**src/hw/hpsc_cfg.svh**
```systemverilog
`ifndef HPSC_CFG_SVH
`define HPSC_CFG_SVH
//==========================================================
// Overview of operation
// - Each status shift clock rise with strobe high moves the status chain one bit.
// - Strobe low at a status clock rise loads slot status in parallel.
// - Status chain takes new bits from the downstream device input.
// - Last status chain bit drives the status chain output.
// - Status output floats while power invalid; sampled as strap bit 0 on rise.
// - Each control shift clock rise moves control chain one bit from input.
// - Bits leaving the control chain drive the control chain output.
// - Control output floats while power invalid; sampled as strap bit 1 on rise.
// - Control latch clock rise copies chain into all non-reset outputs.
// - Reset latch clock rise updates only the slot bus reset latches.
// - Control latch clear zeroes all non-reset output latches.
// - Reset latch clear zeroes only the slot bus reset latches.
// - Each slot has its own bus reset output from its latch.
// - Switch input low means slot closed; level reported in status.
// - Switch at 5 V forces main power on and auxiliary power off.
// - Test high at power valid rise selects strap test mode.
// - Test raised later maps power enable and fault to indicators.
// - Open switch removes slot auxiliary supply; closing restores it.
// - Aux undervoltage and per-slot aux overcurrent raise fault flags.
// - Power valid acts as reset; serial interface idle while low.
// - Latched control drives power, bus, clock, reset and indicators.
// - Status holds switch, button, presence, speed, mode and fault bits.
//==========================================================
`define HPSC_SYNC_STAGES 2
`define HPSC_STAT_W 18
`define HPSC_CTRL_W 12
`define HPSC_STAT_PER_SLOT 9
`define HPSC_CTRL_PER_SLOT 6
// Control field positions within one slot
`define HPSC_C_PWREN 0
`define HPSC_C_BUSEN 1
`define HPSC_C_CLKEN 2
`define HPSC_C_RESET 3
`define HPSC_C_ATTN 4
`define HPSC_C_PWRIND 5
// Register byte offsets
`define HPSC_REG_CTRL 8'h00
`define HPSC_REG_STAT 8'h04
`define HPSC_REG_OUTS 8'h08
`define HPSC_REG_CAPT 8'h0C
`define HPSC_CTRL_RST 32'h0000_0001
`define HPSC_CTRL_EN_BIT 0
`define HPSC_CTRL_FREEZE_BIT 1
`endif

```
**src/hw/hpsc_pkg.sv**
```systemverilog
`default_nettype none
package hpsc_pkg;
   typedef enum logic [1:0] {
      OP_OFF,
      OP_NORMAL,
      OP_TEST
   } hpsc_op_t;
   typedef logic [1:0] hpsc_strap_t;
endpackage
`default_nettype wire

```
**src/hw/hpsc_sync.sv**
```systemverilog
`default_nettype none
module hpsc_sync #(
   parameter int W = 1
) (
   input wire logic clk_i,
   input wire logic nrst_i,
   input wire logic [W-1:0] d_i,
   output logic [W-1:0] q_o
);
   // First stage feeds only the second stage
   logic [W-1:0] meta_r;
   logic [W-1:0] sync_r;
   always_ff @(posedge clk_i or negedge nrst_i) begin
      if (!nrst_i) begin
         meta_r <= '0;
         sync_r <= '0;
      end else begin
         meta_r <= d_i;
         sync_r <= meta_r;
      end
   end
   assign q_o = sync_r;
endmodule
`default_nettype wire

```
**src/hw/hpsc_ahb.sv**
```systemverilog
`default_nettype none
`include "hpsc_cfg.svh"
module hpsc_ahb (
   input wire logic clk_i,
   input wire logic nrst_i,
   input wire logic hsel_i,
   input wire logic [31:0] haddr_i,
   input wire logic [1:0] htrans_i,
   input wire logic hwrite_i,
   input wire logic [2:0] hsize_i,
   input wire logic [31:0] hwdata_i,
   input wire logic hready_i,
   output logic [31:0] hrdata_o,
   output logic hreadyout_o,
   output logic hresp_o,
   input wire logic [31:0] stat_word_i,
   input wire logic [31:0] outs_word_i,
   input wire logic [31:0] capt_word_i,
   output logic [31:0] ctrl_o
);
   logic [31:0] ctrl_r;
   logic [31:0] rdata_r;
   logic wr_pend_r;
   logic [7:0] wr_addr_r;
   // Word transfers only; hsize is accepted but not checked
   wire take = hsel_i && hready_i && htrans_i[1];
   wire [7:0] a = haddr_i[7:0];
   wire [31:0] rd_mux = (a == `HPSC_REG_CTRL) ? ctrl_r :
                        (a == `HPSC_REG_STAT) ? stat_word_i :
                        (a == `HPSC_REG_OUTS) ? outs_word_i :
                        (a == `HPSC_REG_CAPT) ? capt_word_i : 32'h0000_0000;
   wire unused_ok = &{1'b0, haddr_i[31:8], hsize_i};
   always_ff @(posedge clk_i or negedge nrst_i) begin
      if (!nrst_i) begin
         ctrl_r <= `HPSC_CTRL_RST;
         rdata_r <= 32'h0000_0000;
         wr_pend_r <= 1'b0;
         wr_addr_r <= 8'h00;
      end else begin
         wr_pend_r <= take && hwrite_i;
         if (take) wr_addr_r <= a;
         if (take && !hwrite_i) rdata_r <= rd_mux;
         if (wr_pend_r && wr_addr_r == `HPSC_REG_CTRL) ctrl_r <= hwdata_i;
      end
   end
   assign hrdata_o = rdata_r;
   assign hreadyout_o = 1'b1;
   assign hresp_o = unused_ok;
   assign ctrl_o = ctrl_r;
endmodule
`default_nettype wire

```
**src/hw/hpsc_top.sv**
```systemverilog
`default_nettype none
`include "hpsc_cfg.svh"
module hpsc_top (
   input wire logic clk_i,
   input wire logic nrst_i,
   // Serial link pins
   input wire logic status_shift_clock_i,
   input wire logic status_chain_in_i,
   input wire logic status_capture_strobe_n_i,
   input wire logic status_chain_out_i,
   output logic status_chain_out_o,
   output logic status_chain_out_oe_o,
   input wire logic control_shift_clock_i,
   input wire logic control_chain_in_i,
   input wire logic control_chain_out_i,
   output logic control_chain_out_o,
   output logic control_chain_out_oe_o,
   input wire logic control_latch_clock_i,
   input wire logic slot_reset_latch_clock_i,
   input wire logic control_latch_clear_i,
   input wire logic slot_reset_latch_clear_i,
   input wire logic power_valid_in_i,
   input wire logic test_i,
   // Slot pins, index 0 is slot A
   input wire logic [1:0] slot_switch_n_i,
   input wire logic [1:0] slot_switch_5v_i,
   input wire logic [1:0] attention_button_i,
   input wire logic [1:0] presence_bit1_i,
   input wire logic [1:0] presence_bit2_i,
   input wire logic [1:0] speed66_capable_i,
   input wire logic [1:0] extended_mode_cap1_i,
   input wire logic [1:0] extended_mode_cap2_i,
   input wire logic [1:0] main_power_fault_i,
   input wire logic [1:0] aux_overcurrent_i,
   input wire logic aux_undervoltage_i,
   output logic [1:0] main_power_enable_o,
   output logic [1:0] aux_power_enable_o,
   output logic [1:0] bus_connect_enable_o,
   output logic [1:0] clock_connect_enable_o,
   output logic [1:0] slot_bus_reset_o,
   output logic [1:0] attention_indicator_o,
   output logic [1:0] power_indicator_o,
   output logic test_mode_o,
   output logic [1:0] strap_select_o,
   // AHB-Lite slave
   input wire logic hsel_i,
   input wire logic [31:0] haddr_i,
   input wire logic [1:0] htrans_i,
   input wire logic hwrite_i,
   input wire logic [2:0] hsize_i,
   input wire logic [31:0] hwdata_i,
   input wire logic hready_i,
   output logic [31:0] hrdata_o,
   output logic hreadyout_o,
   output logic hresp_o
);
   localparam int SW = `HPSC_STAT_W;
   localparam int CW = `HPSC_CTRL_W;
   localparam int NP = 34;

   //==========================================================
   // Pin synchronisation
   //==========================================================
   logic [NP-1:0] pin_raw;
   logic [NP-1:0] pin_s;
   assign pin_raw = {status_shift_clock_i, status_chain_in_i, status_capture_strobe_n_i,
                     status_chain_out_i, control_shift_clock_i, control_chain_in_i,
                     control_chain_out_i, control_latch_clock_i, slot_reset_latch_clock_i,
                     control_latch_clear_i, slot_reset_latch_clear_i, power_valid_in_i,
                     test_i, slot_switch_n_i, slot_switch_5v_i, attention_button_i,
                     presence_bit1_i, presence_bit2_i, speed66_capable_i,
                     extended_mode_cap1_i, extended_mode_cap2_i, main_power_fault_i,
                     aux_overcurrent_i, aux_undervoltage_i};

   hpsc_sync #(.W(NP)) u_sync (
      .clk_i(clk_i),
      .nrst_i(nrst_i),
      .d_i(pin_raw),
      .q_o(pin_s)
   );

   wire s_clk = pin_s[33];
   wire s_din = pin_s[32];
   wire s_ld_n = pin_s[31];
   wire s_pin = pin_s[30];
   wire c_clk = pin_s[29];
   wire c_din = pin_s[28];
   wire c_pin = pin_s[27];
   wire l_clk = pin_s[26];
   wire r_clk = pin_s[25];
   wire l_clr = pin_s[24];
   wire r_clr = pin_s[23];
   wire pv = pin_s[22];
   wire tst = pin_s[21];
   wire [1:0] sw_n = pin_s[20:19];
   wire [1:0] sw_5v = pin_s[18:17];
   wire [1:0] btn = pin_s[16:15];
   wire [1:0] prs1 = pin_s[14:13];
   wire [1:0] prs2 = pin_s[12:11];
   wire [1:0] m66 = pin_s[10:9];
   wire [1:0] xc1 = pin_s[8:7];
   wire [1:0] xc2 = pin_s[6:5];
   wire [1:0] pflt = pin_s[4:3];
   wire [1:0] aoc = pin_s[2:1];
   wire auv = pin_s[0];

   //==========================================================
   // Edge detection on the link clocks
   //==========================================================
   logic [3:0] edge_q_r;
   logic pv_q_r;
   always_ff @(posedge clk_i or negedge nrst_i) begin
      if (!nrst_i) begin
         edge_q_r <= 4'h0;
         pv_q_r <= 1'b0;
      end else begin
         edge_q_r <= {s_clk, c_clk, l_clk, r_clk};
         pv_q_r <= pv;
      end
   end
   wire s_rise = s_clk && !edge_q_r[3];
   wire c_rise = c_clk && !edge_q_r[2];
   wire l_rise = l_clk && !edge_q_r[1];
   wire r_rise = r_clk && !edge_q_r[0];
   wire pv_rise = pv && !pv_q_r;

   //==========================================================
   // Software control and operating mode
   //==========================================================
   logic [31:0] ctrl_w;
   hpsc_pkg::hpsc_op_t op_r;
   hpsc_pkg::hpsc_op_t op_nxt;
   hpsc_pkg::hpsc_strap_t strap_r;

   // Software can hold the serial interface off, or stop the two latch clocks loading the output latches
   wire sw_en = ctrl_w[`HPSC_CTRL_EN_BIT];
   wire sw_freeze = ctrl_w[`HPSC_CTRL_FREEZE_BIT];
   wire normal = (op_r == hpsc_pkg::OP_NORMAL);
   wire link_on = normal && sw_en;
   wire late_test = normal && tst;

   always_comb begin
      op_nxt = op_r;
      unique case (op_r)
         hpsc_pkg::OP_OFF: begin
            if (pv_rise) op_nxt = tst ? hpsc_pkg::OP_TEST : hpsc_pkg::OP_NORMAL;
         end
         hpsc_pkg::OP_NORMAL: begin
            if (!pv) op_nxt = hpsc_pkg::OP_OFF;
         end
         hpsc_pkg::OP_TEST: begin
            if (!pv) op_nxt = hpsc_pkg::OP_OFF;
         end
      endcase
   end

   always_ff @(posedge clk_i or negedge nrst_i) begin
      if (!nrst_i) begin
         op_r <= hpsc_pkg::OP_OFF;
         strap_r <= 2'b00;
      end else begin
         op_r <= op_nxt;
         if (pv_rise) strap_r <= {c_pin, s_pin};
      end
   end

   //==========================================================
   // Fault tracking
   //==========================================================
   logic [1:0] aux_flt_r;
   wire [1:0] sw_closed = ~sw_n;
   wire [1:0] fault = pflt | aux_flt_r;
   always_ff @(posedge clk_i or negedge nrst_i) begin
      if (!nrst_i) begin
         aux_flt_r <= 2'b00;
      end else begin
         // Latched until the switch opens; set wins over that clear
         aux_flt_r <= (aux_flt_r & sw_closed) | aoc | {2{auv}};
      end
   end

   //==========================================================
   // Status capture chain
   //==========================================================
   logic [SW-1:0] s_chain_r;
   logic [SW-1:0] stat_vec;

   // Pins passed as arguments so the assignment follows every change
   wire [13:0] st_pins = {xc2, xc1, m66, prs2, prs1, btn, sw_n};

   function automatic logic [8:0] slot_status(input int s, input logic [1:0] fl,
                                             input logic [1:0] af, input logic [13:0] p);
      slot_status = {~fl[s], ~af[s], p[12+s], p[10+s], p[8+s], p[6+s], p[4+s], p[2+s], p[s]};
   endfunction

   assign stat_vec = {slot_status(1, fault, aux_flt_r, st_pins),
                      slot_status(0, fault, aux_flt_r, st_pins)};

   always_ff @(posedge clk_i or negedge nrst_i) begin
      if (!nrst_i) begin
         s_chain_r <= '0;
      end else if (!link_on) begin
         s_chain_r <= '0;
      end else if (s_rise) begin
         if (!s_ld_n) s_chain_r <= stat_vec;
         else s_chain_r <= {s_chain_r[SW-2:0], s_din};
      end
   end

   assign status_chain_out_o = s_chain_r[SW-1];
   assign status_chain_out_oe_o = normal;

   //==========================================================
   // Control shift chain
   //==========================================================
   logic [CW-1:0] c_chain_r;
   always_ff @(posedge clk_i or negedge nrst_i) begin
      if (!nrst_i) begin
         c_chain_r <= '0;
      end else if (!link_on) begin
         c_chain_r <= '0;
      end else if (c_rise) begin
         c_chain_r <= {c_chain_r[CW-2:0], c_din};
      end
   end

   assign control_chain_out_o = c_chain_r[CW-1];
   assign control_chain_out_oe_o = normal;

   //==========================================================
   // Parallel output latches
   //==========================================================
   logic [CW-1:0] lat_r;
   logic [CW-1:0] rst_mask;

   function automatic logic [CW-1:0] reset_field_mask();
      logic [CW-1:0] m;
      m = '0;
      for (int s = 0; s < 2; s++) m[s*`HPSC_CTRL_PER_SLOT + `HPSC_C_RESET] = 1'b1;
      return m;
   endfunction

   assign rst_mask = reset_field_mask();
   wire l_take = link_on && !sw_freeze && l_rise;
   wire r_take = link_on && !sw_freeze && r_rise;
   wire [CW-1:0] lat_gen = l_clr ? '0 : (l_take ? c_chain_r : lat_r);
   wire [CW-1:0] lat_rst = r_clr ? '0 : (r_take ? c_chain_r : lat_r);
   wire [CW-1:0] lat_nxt = (lat_gen & ~rst_mask) | (lat_rst & rst_mask);

   always_ff @(posedge clk_i or negedge nrst_i) begin
      if (!nrst_i) begin
         lat_r <= '0;
      end else if (!pv) begin
         lat_r <= '0;
      end else begin
         lat_r <= lat_nxt;
      end
   end

   function automatic logic [1:0] field(input logic [CW-1:0] l, input int f);
      field = {l[`HPSC_CTRL_PER_SLOT + f], l[f]};
   endfunction

   //==========================================================
   // Slot outputs
   //==========================================================
   wire [1:0] pwren = field(lat_r, `HPSC_C_PWREN) | sw_5v;
   assign main_power_enable_o = pwren;
   assign aux_power_enable_o = sw_closed & ~sw_5v & ~aux_flt_r;
   assign bus_connect_enable_o = field(lat_r, `HPSC_C_BUSEN);
   assign clock_connect_enable_o = field(lat_r, `HPSC_C_CLKEN);
   assign slot_bus_reset_o = field(lat_r, `HPSC_C_RESET);
   // With power invalid the attention lamp still shows the aux fault
   assign attention_indicator_o = !pv ? aux_flt_r :
                                  late_test ? fault : field(lat_r, `HPSC_C_ATTN);
   assign power_indicator_o = late_test ? pwren : field(lat_r, `HPSC_C_PWRIND);
   assign test_mode_o = (op_r == hpsc_pkg::OP_TEST);
   assign strap_select_o = strap_r;

   //==========================================================
   // Register bus
   //==========================================================
   wire [31:0] stat_word = {24'h0000_00, aux_flt_r, strap_r, tst, test_mode_o, normal, pv};
   wire [31:0] outs_word = {20'h0_0000, lat_r};
   wire [31:0] capt_word = {14'h0000, stat_vec};

   hpsc_ahb u_ahb (
      .clk_i(clk_i),
      .nrst_i(nrst_i),
      .hsel_i(hsel_i),
      .haddr_i(haddr_i),
      .htrans_i(htrans_i),
      .hwrite_i(hwrite_i),
      .hsize_i(hsize_i),
      .hwdata_i(hwdata_i),
      .hready_i(hready_i),
      .hrdata_o(hrdata_o),
      .hreadyout_o(hreadyout_o),
      .hresp_o(hresp_o),
      .stat_word_i(stat_word),
      .outs_word_i(outs_word),
      .capt_word_i(capt_word),
      .ctrl_o(ctrl_w)
   );
endmodule
`default_nettype wire

```
**config.mk**
```make
export PLATFORM = sky130hd
export DESIGN_NAME = hpsc_top
export DESIGN_NICKNAME = d
export VERILOG_FILES = /design/src/hw/hpsc_pkg.sv /design/src/hw/hpsc_sync.sv /design/src/hw/hpsc_ahb.sv /design/src/hw/hpsc_top.sv
export VERILOG_INCLUDE_DIRS = /design/src /design/src/hw
export SDC_FILE = /design/constraint.sdc
export NUM_CORES = 1
export LEC_CHECK = 0
export BUFFER_PORTS_ARGS = -buffer_cell sky130_fd_sc_hd__buf_2
export CORE_MARGIN = 2
export CORE_UTILIZATION = 40
export DETAILED_ROUTE_END_ITERATION = 6
export HOLD_SLACK_MARGIN = 0.1
export PLACE_DENSITY = 0.63
export SYNTH_ARGS = -nofsm -noshare
export SYNTH_HDL_FRONTEND = slang
export SYNTH_SLANG_ARGS = --single-unit
```
**constraint.sdc**
```tcl
create_clock -name clk_i -period 1.95 [get_ports clk_i]
set_input_delay 0.2925 -clock clk_i [delete_from_list [all_inputs] [get_ports clk_i]]
set_output_delay 0.2925 -clock clk_i [all_outputs]
set_load 0.01 [all_outputs]
```
Word-level counts from Yosys, hierarchy flattened
Cells that the tools add are included.
W data, S select, Z words.
{"block": "word_totals", "input_bits": 108, "register_bits": 194, "elab_cells": 86}
{"block": "op_classes", "n_eq_ne": 9, "n_bitwise": 15, "n_reduce_logical": 27, "mux": 21}
{"cell": "$mux W18", "count": 5}
{"cell": "$mux W32", "count": 2}
{"cell": "$mux W12", "count": 5}
{"cell": "$mux W10", "count": 2}
{"cell": "$eq A8 B4 Y1 const B", "count": 2}
{"cell": "$logic_not A8 Y1", "count": 2}
{"cell": "$logic_and A1 B1 Y1", "count": 15}
{"cell": "$mux W2", "count": 6}
{"cell": "$or A12 B10 Y12", "count": 1}
{"cell": "$eq A8 B3 Y1 const B", "count": 1}
{"cell": "$ne A2 B2 Y1 const B", "count": 4}
{"cell": "$or A2 B2 Y2", "count": 4}
{"cell": "$logic_not A1 Y1", "count": 7}
{"cell": "$and A2 B2 Y2", "count": 3}
{"cell": "$not A2 Y2", "count": 3}
{"cell": "$not A1 Y1", "count": 4}
{"cell": "$pmux W2 S2", "count": 1}
{"cell": "$eq A2 B1 Y1 const B", "count": 1}
{"cell": "$eq A2 B2 Y1 const B", "count": 1}
{"cell": "$logic_not A2 Y1", "count": 1}
{"cell": "$reduce_and A2 Y1", "count": 1}
{"cell": "$reduce_or A2 Y1", "count": 1}

Depth between registers and ports, before layout
{"block": "depth", "word_depth": 8, "depth_mapped": 7, "depth_no_buf": 6}

Hierarchy
Synthesis repeated with hierarchy kept, for this count alone.
{"block": "unflattened", "cells_unflattened": 483, "hier_area_um2": 7713.6}
{"module": "hpsc_ahb", "cells_each": 207, "area_each_um2": 3564.7, "n_inst": 1}
{"module": "hpsc_top", "cells_each": 208, "area_each_um2": 2447.3, "n_inst": 1}
{"module": "hpsc_sync", "cells_each": 68, "area_each_um2": 1701.6, "n_inst": 1}

Least setup slack after synthesis
Ideal clock, no wire load.
{"block": "synth_timing", "path_kind": "reg-to-reg", "start": "register op_r[1]", "end": "register lat_r[11]", "stages_incl_launch_ff": 8, "arrival_time_ps": 1874, "path_slack_ps": -45, "setup_ps": 121, "cell_sequence": "dfrtp_1 > inv_1 > ha_1 > nand2_1 > or4b_1 > nor2b_1 > buf_6 > a22o_1"}
{"block": "synth_via", "elab_chain_len": 8}
{"item": "start, declared", "line": "hpsc_top.sv:131", "rtl": "hpsc_pkg::hpsc_op_t op_r;"}
{"item": "start signal, assigned", "line": "hpsc_top.sv:159", "rtl": "op_r <= hpsc_pkg::OP_OFF;"}
{"item": "start signal, assigned", "line": "hpsc_top.sv:162", "rtl": "op_r <= op_nxt;"}
{"item": "$eq A2 B1 Y1", "line": "hpsc_top.sv:138", "rtl": "wire normal = (op_r == hpsc_pkg::OP_NORMAL);"}
{"item": "net control_chain_out_oe_o", "line": "hpsc_top.sv:17", "rtl": "output logic control_chain_out_oe_o,"}
{"item": "$logic_and A1 B1 Y1", "line": "hpsc_top.sv:139", "rtl": "wire link_on = normal && sw_en;"}
{"item": "$logic_and A1 B1 Y1 (2 in a row)", "line": "hpsc_top.sv:244", "rtl": "wire l_take = link_on && !sw_freeze && l_rise;"}
{"item": "$mux W12 (2 in a row)", "line": "hpsc_top.sv:246", "rtl": "wire [CW-1:0] lat_gen = l_clr ? '0 : (l_take ? c_chain_r : lat_r);"}
{"item": "$or A12 B10 Y12", "line": "hpsc_top.sv:248", "rtl": "wire [CW-1:0] lat_nxt = (lat_gen & ~rst_mask) | (lat_rst & rst_mask);"}
{"item": "$mux W12", "line": "hpsc_top.sv:253", "rtl": "end else if (!pv) begin"}
{"item": "end signal, assigned", "line": "hpsc_top.sv:256", "rtl": "lat_r <= lat_nxt;"}
{"item": "end, declared", "line": "hpsc_top.sv:233", "rtl": "logic [CW-1:0] lat_r;"}
The timed path passes the listed nets, and every way through them passes these cells.
A chain may end at the register's enable or synchronous reset.

Worst setup path after layout
{"block": "layout_timing", "start": "register op_r[0]", "end": "output power_indicator_o[1]"}
{"block": "layout_via", "elab_chain_len": 3}
{"item": "$eq A2 B1 Y1", "line": "hpsc_top.sv:138"}
{"item": "$logic_and A1 B1 Y1", "line": "hpsc_top.sv:140", "rtl": "wire late_test = normal && tst;"}
{"item": "$mux W2", "line": "hpsc_top.sv:276", "rtl": "assign power_indicator_o = late_test ? pwren : field(lat_r, `HPSC_C_PWRIND);"}
{"item": "end, declared", "line": "hpsc_top.sv:42", "rtl": "output logic [1:0] power_indicator_o,"}
Every way passes these cells.

==> results by group <==
Floorplanning
  • Die area: 18,700 µm²
  • Core area: 17,300 µm²
  • Num ports: around 160
  • Initial Util: about two fifths
  • FP Rows: 48
  • Die Wd: 137 µm
  • Chip Height: roughly 140 µm

CTS
  • CTS Buffer Depth: 2
  • Clock H-tree levels: 4
  • Inserted Clock Buffers: 17
  • Worst-Skew Late Latency: between 0.4 and 0.5 ns
  • CTS clk-pin slew, worst paths: approximately 0.070 ns
  • Sinks on Clock Net: approximately 190
  • CTS tree: yes
  • Root Buffer: clkbuf_16

Placed design
  • DP Area: between 8000 and 9000 µm²
  • DP Wirelength: roughly 11,000 µm
  • IO Port Bufs: between 100 and 150
  • GP Congestion: slightly below 0.8

Pwr
  • Clock share of power: slightly below 40%
  • Net switching power: 2170 µW
  • Fraction of power consumed by combinational cells: a little under an eighth
  • Static leakage: 0.00450 µW
  • P_int: 6650 µW
  • Switch share: between 20 and 25%
  • Flop pwr share: 49.6%
  • Max VDD drop: approximately 630 µV
  • Power per Cell Area: 942 nW/µm²

Global route
  • Grt peak-use layer: met2
  • Largest net degree at the start of global routing: 58
  • GR Util met2: between 20 and 30%
  • Met3 GRT Util: around 4.5%
  • Met1 usage: 24.6%
  • Total grt overflow: 0
  • Initial antenna violation count: 1
  • Vias in the first global route: 4,717
  • Total GRT Usage: 17.9%
  • First-pass GRT wire length: approximately 25,000 µm

Synth
  • Top post-synthesis cells by area: dfrtp_1 68%, mux2_2 7.0%, a22o_1 5.2%, mux2i_1 2.8%, mux4_2 2.6%
  • Synth top area share: around two thirds
  • Asr flop ratio synth: 100%
  • Seq/Total Area, Yosys: roughly 69%
  • Post-Syn Instances: approximately 470
  • Yosys warnings: 0
  • Mapped Area: 7060 µm²
  • Synthesized Nets: 579
  • Top-count cell post-synth: dfrtp_1
  • Unique masters post-synth: 40
  • Area leader, netlist: dfrtp_1
  • Synthesized flop and latch total: roughly 190
  • Commonest cells post-synth: 193 x dfrtp_1, 44 x mux2_2, 42 x a22o_1
  • Top FF cell, synth: dfrtp_1
  • Synthesized area per cell: 15.1 µm²
  • Post-synth EDFFs: 0

Worst setup path
  • Crit path DAT: 1.68 ns
  • Endpoint class of the critical path: output pin
  • Worst Path Required: around 1.7 ns
  • Critical Path Start Type: register
  • Crit Path Max Fanout: 5
  • CP Class: reg2out

Timing
  • Fin crit share: 101%
  • Final setup vio count: 2
  • Max Clk Rate: a little over 0.5 GHz
  • Unrepaired setup endpoints after global routing: yes
  • Final worst path period need: 1.97 ns
  • Max-slew violations: 0
  • Min Hold Slack: approximately 0.11 ns
  • Final Hold Viols: 0
  • Final Skew: approximately 0.0095 ns
  • Setup ws final: -0.0218 ns

Drt
  • Initial DRC Count: between 150 and 200
  • Residual DRC count: 0
  • Via count: about 4,500
  • WL/cell: between 15 and 20 µm
  • Drt pass-1 iters: 4
  • Final wirelength: between 15,000 and 20,000 µm
  • DR vias/cell: ~4.9
  • Post-route ant nets: 0

Final layout
  • P&R area growth vs syn: 32.7%
  • Nets@finish: between 700 and 800
  • Layout cells sized above 1: around 39%
  • Final Cell Area: between 9000 and 10,000 µm²
  • Number of diodes: 0

Run
  • Max-Cap Viols: 0

Outcome
  • Failing checks: negative setup slack
  • Outcome: finished, violations left

Min path
  • Hold WC Path Type: in2reg
[cell families after synthesis]
family	synth area share (%)
flip-flops	68.8
AND/OR/NAND/NOR	4.75
multiplexers	12.4
AO/OA/AOI/OAI	10.2
buffers and inverters	3.16
other	0.106
adder cells (fa/ha/maj)	0.532
[through the flow]
step                total power, µW  setup slack [ns]  cells  setup TNS, ns  util, %
CTS                            8870           -0.0243    919        -0.0679     54.0
floorplan                      4840            0.0139    468              0        -
global placement               5180            0.0831    817              0     46.3
global route                   9180           -0.0686    920         -0.242     54.1
detailed placement             5230            0.0313    817              0     46.3
finish                         8820           -0.0218    920        -0.0354     54.1
[sequential cells by signal, summed over array words and instances (netlist names), 4 cells and up]
name / flops
u_ahb.hrdata_o: 32
lat_r: 12
u_sync.meta_r: 34
u_ahb.ctrl_o: 32
edge_q_r: 4
u_ahb.wr_addr_r: 8
u_sync.q_o: 34
s_chain_r: 18
c_chain_r: 12
[power groups by stage]
stage	clock [µW]	sequential, µW	combinational [µW]
detailed placement	0	4450	783
floorplan	0	4410	440
finish	3400	4370	1050
global route	3630	4400	1150
CTS	3480	4370	1010
global placement	0	4430	745
[critical path: stages, from the launching register on]
cell and delay (ns):
dfrtp_1 0.42, ha_4 0.18, buf_6 0.12, nand2_8 0.09, mux2_4 0.32, buf_6 0.12
[layer usage]
metal / vias to the layer above / share of wire, %
li1: 2101 / -
met1: 2269 / 45
met2: 145 / 47
met3: 19 / 6.6
met4: 2 / 1.3
met5: - / 0.050
[final timing paths]
| kind | from | end | slack [ns] | depth (start not counted) |
|---|---|---|---|---|
| max | op_r[0] | power_indicator_o[1] | -0.02 | 5 |
| min in group asynchronous | nrst_i | u_ahb.wr_addr_r[4] | 0.39 | 2 |
| min reg2reg | u_sync.meta_r[11] | u_sync.q_o[11] | 0.34 | 0 |
| max in group asynchronous | nrst_i | u_ahb.ctrl_o[0] | 0.88 | 3 |
| min | hwdata_i[21] | u_ahb.ctrl_o[21] | 0.11 | 2 |
| max reg2reg | op_r[1] | lat_r[0] | 0.09 | 7 |
[what timing repair did]
item                                    in CTS  in global routing
endpoints found under the hold margin      111                  0
pin swaps                                    1                  3
hold buffers                                65                  0
endpoints found under the setup margin       7                 14
buffers inserted                             5                  1
gates resized for setup                     14                  6
[cells in the final DEF, fill, tap and decap left out, drive strengths merged, types with 10 or more instances in the layout]
cell type and instances:
mux2i 20, buf 157, nand2 23, dlygate4sd3 65
mux2 44, nor2 13, a22oi 10, clkbuf 21
inv 15, a22o 47, o21ai 31, dfrtp 193
[final cells by class]
class,instances,area (µm²)
fill,1428,7930
sequential,194,4860
multi-input combinational,235,2050
timing repair buffer,223,1560
clock buffer,20,457
tap,225,282
clock inverter,12,125
inverter,11,41.3
Note: power is estimated with default switching activity, not from simulation.
